### config.mk
export PLATFORM = sky130hd
export DESIGN_NAME = eeslv_top
export DESIGN_NICKNAME = d
export VERILOG_FILES = /design/src/eeslv_pkg.sv /design/src/eeslv_mem.sv /design/src/eeslv_top.sv
export VERILOG_INCLUDE_DIRS = /design/src /design/src/src
export SDC_FILE = /design/constraint.sdc
export NUM_CORES = 2
export LEC_CHECK = 0
export ABC_AREA = 1
export BUFFER_PORTS_ARGS = -buffer_cell sky130_fd_sc_hd__buf_2
export CAP_MARGIN = 20
export CORE_AREA = 10 10 386 463
export DETAILED_ROUTE_END_ITERATION = 16
export DIE_AREA = 0 0 396 473
export PLACE_DENSITY = 0.73
export SKIP_CTS_REPAIR_TIMING = 1
export SKIP_LAST_GASP = 1
export SLEW_MARGIN = 20
export SYNTH_ARGS = -nofsm -noshare
export SYNTH_HDL_FRONTEND = slang
export SYNTH_SLANG_ARGS = --single-unit
### constraint.sdc
create_clock -name CLK -period 5.5 [get_ports CLK]
set_clock_uncertainty 0.1 [all_clocks]
set_input_delay 0.825 -clock CLK [delete_from_list [all_inputs] [get_ports CLK]]
set_output_delay 0.825 -clock CLK [all_outputs]
set_load 0.05 [all_outputs]
### src/eeslv_map.svh
`ifndef EESLV_MAP_SVH
`define EESLV_MAP_SVH

// -----------------------------------------------------------------
// Select byte layout and timing
// -----------------------------------------------------------------
`define EESLV_DEV_CODE      4'h5
`define EESLV_SEL_CODE_HI   7
`define EESLV_SEL_CODE_LO   4
`define EESLV_SEL_CE_HI     3
`define EESLV_SEL_CE_LO     1
`define EESLV_SEL_RW        0
`define EESLV_MULTI_BYTES   4
`define EESLV_PAGE_BYTES    8
`define EESLV_PROG_TIME_NS  10000
`define EESLV_CLK_NS        4
`define EESLV_PROG_CYCLES   ((`EESLV_PROG_TIME_NS + `EESLV_CLK_NS - 1) / `EESLV_CLK_NS)
`endif

### src/eeslv_pkg.sv
package eeslv_pkg;
    // Serial engine states, one-hot
    typedef enum logic [6:0] {
        ST_IDLE = 7'h01,
        ST_SEL  = 7'h02,
        ST_ADDR = 7'h04,
        ST_WDAT = 7'h08,
        ST_RDAT = 7'h10,
        ST_ACK  = 7'h20,
        ST_RACK = 7'h40
    } eeslv_state_t;
endpackage

### src/eeslv_mem.sv
// -----------------------------------------------------------------
// Byte array with registered read and a two-entry write buffer
// -----------------------------------------------------------------
module eeslv_mem #(
    parameter int AW = 8,
    parameter int DW = 8
) (
    // Clock and reset
    input  wire logic          clk,
    input  wire logic          rst,
    // Write stream in
    input  wire logic          wr_valid,
    output logic               wr_ready,
    input  wire logic [AW-1:0] wr_addr,
    input  wire logic [DW-1:0] wr_data,
    // Read port
    input  wire logic [AW-1:0] rd_addr,
    output logic      [DW-1:0] rd_data
);
    typedef struct packed {
        logic [1:0]          full;   // Buffer entry valid
        logic [1:0][AW-1:0]  a;      // Buffered addresses
        logic [1:0][DW-1:0]  d;      // Buffered data
        logic [DW-1:0]       q;      // Registered read data
    } eeslv_mst_t;
    eeslv_mst_t s, next_s;
    logic [DW-1:0] arr [0:(1<<AW)-1];  // Cell array
    logic          drain;              // Head entry committed this cycle

    assign wr_ready = ~s.full[1];
    assign rd_data  = s.q;
    assign drain    = s.full[0];

    // Buffer shifting: head drains one per cycle, tail fills from input
    always_comb begin
        next_s   = s;
        next_s.q = arr[rd_addr];
        if (drain) begin
            next_s.full = {1'b0, s.full[1]};
            next_s.a[0] = s.a[1];
            next_s.d[0] = s.d[1];
        end
        if (wr_valid && wr_ready) begin
            if (next_s.full[0]) begin
                next_s.full[1] = 1'b1;
                next_s.a[1]    = wr_addr;
                next_s.d[1]    = wr_data;
            end else begin
                next_s.full[0] = 1'b1;
                next_s.a[0]    = wr_addr;
                next_s.d[0]    = wr_data;
            end
        end
        if (rst) begin
            next_s.full = 2'b00;
        end
    end

    // State register
    always_ff @(posedge clk) begin
        s <= next_s;
    end

    // Array write, no reset on purpose: contents are nonvolatile
    always_ff @(posedge clk) begin
        if (drain) begin
            arr[s.a[0]] <= s.d[0];
        end
    end
endmodule

### src/eeslv_top.sv
`include "eeslv_map.svh"
// -----------------------------------------------------------------
// Serial EEPROM slave front end
// -----------------------------------------------------------------
module eeslv_top
    import eeslv_pkg::*;
#(
    parameter bit          PROTECT_VARIANT = 1'b0,
    parameter int unsigned PROG_CYCLES     = `EESLV_PROG_CYCLES
) (
    // Clock and reset
    input  wire logic CLK,
    input  wire logic RST,
    // Power-on reset hold
    input  wire logic POR,
    // Two-wire bus
    input  wire logic SCL,
    input  wire logic SDA_IN,
    output logic      SDA_OUT,
    output logic      SDA_OE_N,
    // Chip enables
    input  wire logic SELECT_PIN_LSB,
    input  wire logic SELECT_PIN_MID,
    input  wire logic SELECT_PIN_MSB,
    // Mode and protection
    input  wire logic MODE,
    input  wire logic WRITE_PROTECT_PIN,
    // Status
    output logic      BUSY
);
    import eeslv_pkg::*;

    // -----------------------------------------------------------------
    // State
    // -----------------------------------------------------------------
    typedef struct packed {
        logic [1:0]   scl_s;     // SCL synchroniser
        logic [1:0]   sda_s;     // SDA synchroniser
        logic         scl_d;     // Previous synced SCL
        logic         sda_d;     // Previous synced SDA
        eeslv_state_t st;        // Engine state
        eeslv_state_t after_ack; // State to enter after ack slot
        logic [2:0]   bitn;      // Bit counter
        logic         got8;      // Eighth bit of a byte sampled
        logic [7:0]   sh;        // Shift register
        logic [7:0]   ptr;       // Address pointer
        logic         rnw;       // Direction of this transaction
        logic         wrote;     // Write data accepted
        logic         nacked;    // Master said no-ack
        logic         drive;     // Pull SDA low
        logic [3:0]   cnt;       // Bytes in this write
        logic [3:0]   grp;       // Group size chosen at select
        logic         prot;      // Protection sampled at select
        logic [31:0]  prog;      // Programming timer
        logic         busy;      // Programming in progress
        logic         wv;        // Write to buffer valid
        logic [7:0]   wa;        // Write address
        logic [7:0]   wd;        // Write data
    } eeslv_top_t;
    eeslv_top_t s, next_s;

    logic       rise, fall, start, stop;   // Bus events
    logic       sel_ok;                    // Select byte matches
    logic [7:0] byte_in;                   // Byte just completed
    logic       wr_ready;                  // Buffer can take a byte
    logic [7:0] rd_data;                   // Array byte at pointer
    logic [7:0] grp_mask;                  // Address bits that wrap in a group

    // Edges and conditions from synced pins only
    assign rise    = s.scl_s[1] & ~s.scl_d;
    assign fall    = ~s.scl_s[1] & s.scl_d;
    assign start   = s.scl_s[1] & s.scl_d & s.sda_d & ~s.sda_s[1];
    assign stop    = s.scl_s[1] & s.scl_d & ~s.sda_d & s.sda_s[1];
    assign byte_in = {s.sh[6:0], s.sda_s[1]};
    // Judged on the fall after the eighth rise, so the whole byte sits in sh
    assign sel_ok  = (s.sh[`EESLV_SEL_CODE_HI:`EESLV_SEL_CODE_LO] == `EESLV_DEV_CODE)
                   && (s.sh[`EESLV_SEL_CE_HI:`EESLV_SEL_CE_LO] ==
                       {SELECT_PIN_MSB, SELECT_PIN_MID, SELECT_PIN_LSB});
    assign grp_mask = 8'(s.grp) - 8'h01;

    // -----------------------------------------------------------------
    // Next-state logic
    // -----------------------------------------------------------------
    always_comb begin
        next_s       = s;
        next_s.scl_s = {s.scl_s[0], SCL};
        next_s.sda_s = {s.sda_s[0], SDA_IN};
        next_s.scl_d = s.scl_s[1];
        next_s.sda_d = s.sda_s[1];
        // Write request holds until the buffer takes it
        if (s.wv && wr_ready) begin
            next_s.wv = 1'b0;
        end
        // Programming timer; bus is deaf meanwhile
        if (s.busy) begin
            if (s.prog <= 32'd1) begin
                next_s.busy = 1'b0;
            end
            next_s.prog = s.prog - 32'd1;
        end else if (stop) begin
            // Stop ends any transfer
            next_s.st    = ST_IDLE;
            next_s.drive = 1'b0;
            if (s.wrote && !s.rnw && !s.prot) begin
                next_s.busy = 1'b1;
                next_s.prog = PROG_CYCLES;
            end
            next_s.wrote = 1'b0;
            if (s.rnw && !s.nacked) begin
                next_s.drive = 1'b0;
            end
        end else if (start) begin
            // Start or restart reopens select phase from any state when not programming
            next_s.st    = ST_SEL;
            next_s.bitn  = 3'd0;
            next_s.got8  = 1'b0;
            next_s.drive = 1'b0;
            next_s.wrote = 1'b0;
            next_s.nacked = 1'b0;
        end else begin
            case (s.st)
                ST_IDLE: begin
                    next_s.drive = 1'b0;
                end
                ST_SEL, ST_ADDR, ST_WDAT: begin
                    // Shift in MSB first on rising SCL
                    if (rise) begin
                        next_s.sh   = byte_in;
                        next_s.bitn = s.bitn + 3'd1;
                        // Counter wraps to zero, so the fall after START needs this
                        next_s.got8 = (s.bitn == 3'd7);
                    end
                    if (fall && s.got8) begin
                        next_s.got8      = 1'b0;
                        next_s.after_ack = ST_IDLE;
                        if (s.st == ST_SEL) begin
                            if (sel_ok) begin
                                next_s.rnw  = s.sh[`EESLV_SEL_RW];
                                next_s.prot = WRITE_PROTECT_PIN;
                                next_s.grp  = (MODE && !PROTECT_VARIANT)
                                            ? 4'(`EESLV_MULTI_BYTES)
                                            : 4'(`EESLV_PAGE_BYTES);
                                next_s.cnt  = 4'd0;
                                next_s.after_ack = s.sh[`EESLV_SEL_RW] ? ST_RDAT : ST_ADDR;
                            end
                        end else if (s.st == ST_ADDR) begin
                            next_s.ptr = s.sh;
                            next_s.after_ack = ST_WDAT;
                        end else begin
                            // Extra bytes beyond the group are not acked
                            if (s.cnt < s.grp) begin
                                next_s.wv    = !s.prot;
                                next_s.wa    = s.ptr;
                                next_s.wd    = s.sh;
                                next_s.wrote = 1'b1;
                                next_s.cnt   = s.cnt + 4'd1;
                                next_s.ptr   = (s.ptr & ~grp_mask)
                                             | ((s.ptr + 8'h01) & grp_mask);
                                next_s.after_ack = ST_WDAT;
                            end
                        end
                        next_s.drive = (next_s.after_ack != ST_IDLE);
                        next_s.st    = (next_s.after_ack != ST_IDLE) ? ST_ACK : ST_IDLE;
                    end
                end
                ST_ACK: begin
                    // Release after ninth clock, start read data if needed
                    if (fall) begin
                        next_s.st   = s.after_ack;
                        next_s.bitn = 3'd0;
                        next_s.drive = 1'b0;
                        if (s.after_ack == ST_RDAT) begin
                            next_s.sh    = rd_data;
                            next_s.drive = ~rd_data[7];
                        end
                    end
                end
                ST_RDAT: begin
                    // Shift out on falling SCL, MSB first
                    if (fall) begin
                        next_s.bitn = s.bitn + 3'd1;
                        if (s.bitn == 3'd7) begin
                            next_s.drive = 1'b0;
                            next_s.st    = ST_RACK;
                            next_s.ptr   = s.ptr + 8'h01;
                        end else begin
                            next_s.sh    = {s.sh[6:0], 1'b0};
                            next_s.drive = ~s.sh[6];
                        end
                    end
                end
                ST_RACK: begin
                    // Master ack continues, no-ack waits for stop
                    if (rise) begin
                        next_s.nacked = s.sda_s[1];
                    end
                    if (fall) begin
                        if (s.nacked) begin
                            next_s.st = ST_IDLE;
                        end else begin
                            next_s.st    = ST_RDAT;
                            next_s.bitn  = 3'd0;
                            next_s.sh    = rd_data;
                            next_s.drive = ~rd_data[7];
                        end
                    end
                end
                default: begin
                    next_s.st = ST_IDLE;
                end
            endcase
        end
        // Power-on reset holds the engine idle and SDA released; a running programming timer and BUSY carry on
        if (RST || POR) begin
            next_s.st    = ST_IDLE;
            next_s.drive = 1'b0;
            next_s.wrote = 1'b0;
            next_s.wv    = 1'b0;
            next_s.nacked = 1'b0;
        end
        if (RST) begin
            next_s.busy  = 1'b0;
            next_s.prog  = 32'd0;
            next_s.ptr   = 8'h00;
            next_s.scl_s = 2'b11;
            next_s.sda_s = 2'b11;
            next_s.scl_d = 1'b1;
            next_s.sda_d = 1'b1;
            next_s.bitn  = 3'd0;
            next_s.got8  = 1'b0;
            next_s.cnt   = 4'd0;
            next_s.grp   = 4'(`EESLV_MULTI_BYTES);
            next_s.prot  = 1'b0;
            next_s.rnw   = 1'b0;
            next_s.sh    = 8'h00;
            next_s.wa    = 8'h00;
            next_s.wd    = 8'h00;
            next_s.after_ack = ST_IDLE;
        end
    end

    // State register
    always_ff @(posedge CLK) begin
        s <= next_s;
    end

    // Open-drain: data low only, enable low while pulling
    always_ff @(posedge CLK) begin
        SDA_OUT  <= 1'b0;
        SDA_OE_N <= ~next_s.drive;
        BUSY     <= next_s.busy;
    end

    // Cell array with write buffer
    eeslv_mem #(
        .AW (8),
        .DW (8)
    ) u_mem (
        .clk      (CLK),
        .rst      (RST),
        .wr_valid (s.wv),
        .wr_ready (wr_ready),
        .wr_addr  (s.wa),
        .wr_data  (s.wd),
        .rd_addr  (s.ptr),
        .rd_data  (rd_data)
    );
endmodule

# == Word-level counts from Yosys, hierarchy flattened ==
# Memories as Yosys holds them, arrays and structs flattened. A register that Yosys moved wholly into a read port is not among the register bits.
# Index checks and enable logic that the tools add are counted.
# word_totals
word_cells,242
memories,1
out_inout_bits,3
register_bits,138
mem_bits_rw,2048
inputBits,10
# memory_table
name,depth,width,read_ports,rd_clocked_by_memory_dff,wr,line,rtl
u_mem.arr,256,8,1,1,1,eeslv_mem.sv:27,logic [DW-1:0] arr [0:(1<<AW)-1];
# op_classes
n_bitwise,24
addsub,5
n_lt_le_gt_ge,2
n_eq_ne,40
reduce_logical,36
muxes,106
# ops
cell,n
$mux 17,8
$mux 8,15
$mux 33,3
$mux 7,13
$mux 9,10
$mux 10,7
$pmux 7 s5,1
$mux 34,1
$le 32x1->1 const B,1
$pmux 8 s4,1
$sub 32x1->32 const B,1
$ne 4x4->1 const B,7
$mux 1,24
$mux 4,6
$reduce_and 8->1,3
$reduce_and 7->1,3
$mux 5,4
$ne 5x5->1 const B,4
$ne 2x2->1 const B,9
$ne 3x3->1 const B,6
$and 8x8->8,2
$mux 16,1
$pmux 8 s2,1
$mux 3,5
other kinds (42),77

# == Longest topological paths before layout ==
# logic_depth
depth_word,18
mapped_depth,19
mapped_depth_nobuf,15

# == Cells and area by module ==
# Synthesis repeated with hierarchy kept, for this count alone.
# hier_totals
hier_cells,7958
hier_area_um2,90191.5
# by_module_without_submodules
module,area_each_um2,n_inst,seq_area_each_um2,cells_each
eeslv_mem,84696.2,1,62499.9,7131
eeslv_top,5495.3,1,1981.9,827

# == Worst setup path after synthesis ==
# Ideal clock, no wire load.
# synth_path
path_type,reg2reg
start,register u_mem.s[8] (netlist name)
end,"memory u_mem.arr[0][0], data pin"
required_ns,4.544
setup_time_ns,0.856
path_buffers,0
setup_slack_ns,1.147
arrival_ns,3.397
stages_incl_launch_ff,1
period_less_slack_ns,4.353
path_cell_list,dfxtp_1
# synth_lines
item,line,rtl
"start, declared",eeslv_mem.sv:26,"eeslv_mst_t s, next_s;"
"start signal, assigned",eeslv_mem.sv:61,s <= next_s;
"end, declared",eeslv_mem.sv:27,
# No word-level cell before the write port.

==> run summary <==
Sequential share of the synthesized area: 69.5%
Flops & latches, synth: 2189
Clk Latency, worst-skew pair: 0.86 ns
End point of the critical path: u_mem.rd_data[5]
WL/cell: 23.0 um
Vias: 64600
Most used flip-flop cell after synthesis: edfxtp_1
Critical Path Sink Type: register
TritonCTS buffer count: 203
Synthesis-to-layout area growth: 8.84%
CTS clk-pin slew, worst paths: 0.06 ns
F_max: 0.278 GHz
Delay of the slowest critical-path stage: 0.79 ns
Crit Path Category: register to register
Avg Synthesized Cell Area: 10.5 sq um
Kind of launch point of the worst setup path: register
DP HPWL: 149000 um
Avg Vias per Cell: 5.83
Reg2reg end: u_mem.rd_data[5]
FF-to-FF setup slack: 1.90 ns
Share of layout cells above drive strength 1: 5.20%
Vias in the first global route: 61700
Max-Cap Viols: 0
Mapped Area: 0.0927 sq mm
DR pass1 iterations: 7
Clock root cell: clkbuf_16
Endpoints failing hold: 0
Filler cells: 13200
First-pass GRT wire length: 380000 um
Sink Count: 2189
Initial antenna violation count: 11
Initial core utilization: 54.6%
Worst Max-Slew Pin Slew: 1.13 ns
Pin count of the biggest net entering global routing: 238
Leakage power total: 38.1 nW
Ys async rst share: 0%
Top cell family by delay on the critical path: buffers and inverters
Crit-path slowest cell: dfxtp_4
Fin Setup TNS: 0 ns
Iteration-0 DRC Markers: 8492
DIE AREA: 0.187 sq mm
Total track usage: 26.5%
R2r worst-path depth: 9
Final ANT Viol Nets: 0
Post-Syn Instances: 8802
Buf/Inv on CP: 2
Tmin final: 3.60 ns
Post-synth cell types: 47
RSZ-0062 raised after global routing: false
Final setup viols: 0
CP max FO: 56
Die H: 473 um
Max IR drop VDD: 0.290 mV
Nets: 8660
Levels on crit path: 9
Most used cell along the critical path: nand3_1
Crit-path cells: buf_4 -> buf_4 -> nand3_1 -> nand3_1 -> nand2_1 -> a21oi_1 -> nand3_1 -> nand3_1 -> nand2_1
Gpl congestion: 0.945
Die W: 396 um
Routed WL: 255000 um
H-Tree Depth: 4
# IOs: 13
Period utilization: 65.4%
Worst slew margin: 24.6%
Worst min-delay path category: primary input to register
Status: completed
Data arrival, critical path: 4.23 ns
# DRC: 0
# rows: 166
EDFF count, synth: 2064
Number of port buffers: 11
PwrDens: 332 mW/mm^2
CTS tree: done
Placeable Area: 0.170 sq mm
Final slew viol count: 0
Global route overflow: 0
CTS max path bufs: 3
Core Util, Final: 59.5%
Total power: 33.5 mW
Worst EP required: 6.13 ns
Synth warnings: 0
[synth_stat cells, types with 6 or more instances]
| master | instances | share of area, % |
|---|---|---|
| clkbuf_1 | 176 | 0.71 |
| buf_1 | 55 | 0.22 |
| or2_2 | 13 | 0.088 |
| edfxtp_1 | 2064 | 67 |
| nand3_1 | 803 | 4.3 |
| a21oi_1 | 166 | 0.90 |
| nor2_2 | 7 | 0.047 |
| buf_4 | 26 | 0.21 |
| o21ai_0 | 569 | 3.1 |
| ha_1 | 8 | 0.11 |
| inv_2 | 7 | 0.028 |
| nor3_1 | 17 | 0.092 |
| buf_2 | 191 | 1.0 |
| o31ai_1 | 6 | 0.049 |
| inv_1 | 755 | 3.1 |
| dfxtp_1 | 125 | 2.7 |
| o21ai_1 | 69 | 0.37 |
| a31oi_1 | 6 | 0.040 |
| nand2_1 | 2174 | 8.8 |
| nand4_1 | 9 | 0.061 |
| nor2_1 | 1371 | 5.5 |
| o211ai_1 | 94 | 0.76 |
| buf_6 | 39 | 0.47 |
[per-stage QoR]
stage	instance area (sq um)	hold WS (ns)	setup WS, ns	instances
after CTS	101000	0.0133	2.00	11100
after floorplan	92800	0.289	1.15	8818
after detailed placement	94400	0.296	2.03	10700
after global placement	94400	0.299	2.10	10700
after global routing	101000	0.0384	1.86	11100
final	101000	0.0642	1.90	11100
[layout make-up]
| cell class | instances | area (sq um) | area share, % |
|---|---|---|---|
| repair buffers | 108 | 1180 | 1.17 |
| clock inverters | 115 | 1140 | 1.13 |
| diodes | 6 | 15.0 | 0.0149 |
| clock buffers | 253 | 5370 | 5.32 |
| flip-flops and latches | 2189 | 64500 | 63.9 |
| inverters | 768 | 2910 | 2.89 |
| multi-input cells | 5372 | 22900 | 22.7 |
| well taps | 2268 | 2840 | 2.81 |
[cells by family (layout without fill, tap and decap cells)]
kind of cell	Yosys count	after routing	synth area share, %
adder cells (fa/ha/maj)	8	8	0.108
AND/OR/NAND/NOR	4417	4417	19.2
XOR/XNOR	5	5	0.0472
other	1	23	0.00404
AO/OA/AOI/OAI	925	925	5.31
buffers and inverters	1257	1244	5.79
flip-flops	2189	2189	69.5
[worst min path at each step]
stage / from / to / slack, ns / cells after the start
final: SDA_IN / s[99] / 0.06 / 2
after global routing: SCL / s[101] / 0.04 / 2
after CTS: SDA_IN / s[99] / 0.01 / 2
after detailed placement: s[101] / s[102] / 0.30 / 1
after global placement: s[99] / byte_in[0] / 0.30 / 1
after floorplan: s[99] / byte_in[0] / 0.29 / 1
[per-layer routing]
layer / track usage (%) / wire [um] / up-vias
met2: 42.6 / 120000 / 3844
met1: 32.6 / 90100 / 30800
li1: - / - / 29100
met3: 5.72 / 27200 / 814
met4: 16.8 / 17800 / 12
met5: 0 / 75 / -
[registers in the layout (all words and copies together) (netlist names), named ones only]
signal and cells:
u_mem.arr 2048, s 83, u_mem.s 33, byte_in 8
u_mem.rd_data 8, BUSY 1, SDA_OE_N 1
[cells in the final DEF, fill, tap and decap left out, types with 30 or more instances in the layout]
master        n
clkinv_2     44
o21ai_1      69
clkbuf_1     44
inv_1       754
clkbuf_16   207
o21ai_0     569
edfxtp_1   2064
clkinv_1     37
buf_4        66
dfxtp_1     113
a21oi_1     166
nor2_1     1370
nand2_1    2173
buf_12       30
o211ai_1     94
nand3_1     803
[where the power goes]
group          switching [mW]  leakage [nW]  internal, mW
logic                   0.795          15.1         0.125
registers               0.121          19.8          18.5
clock network            6.16          3.20          7.82
Note: power is estimated with default switching activity, not from simulation.
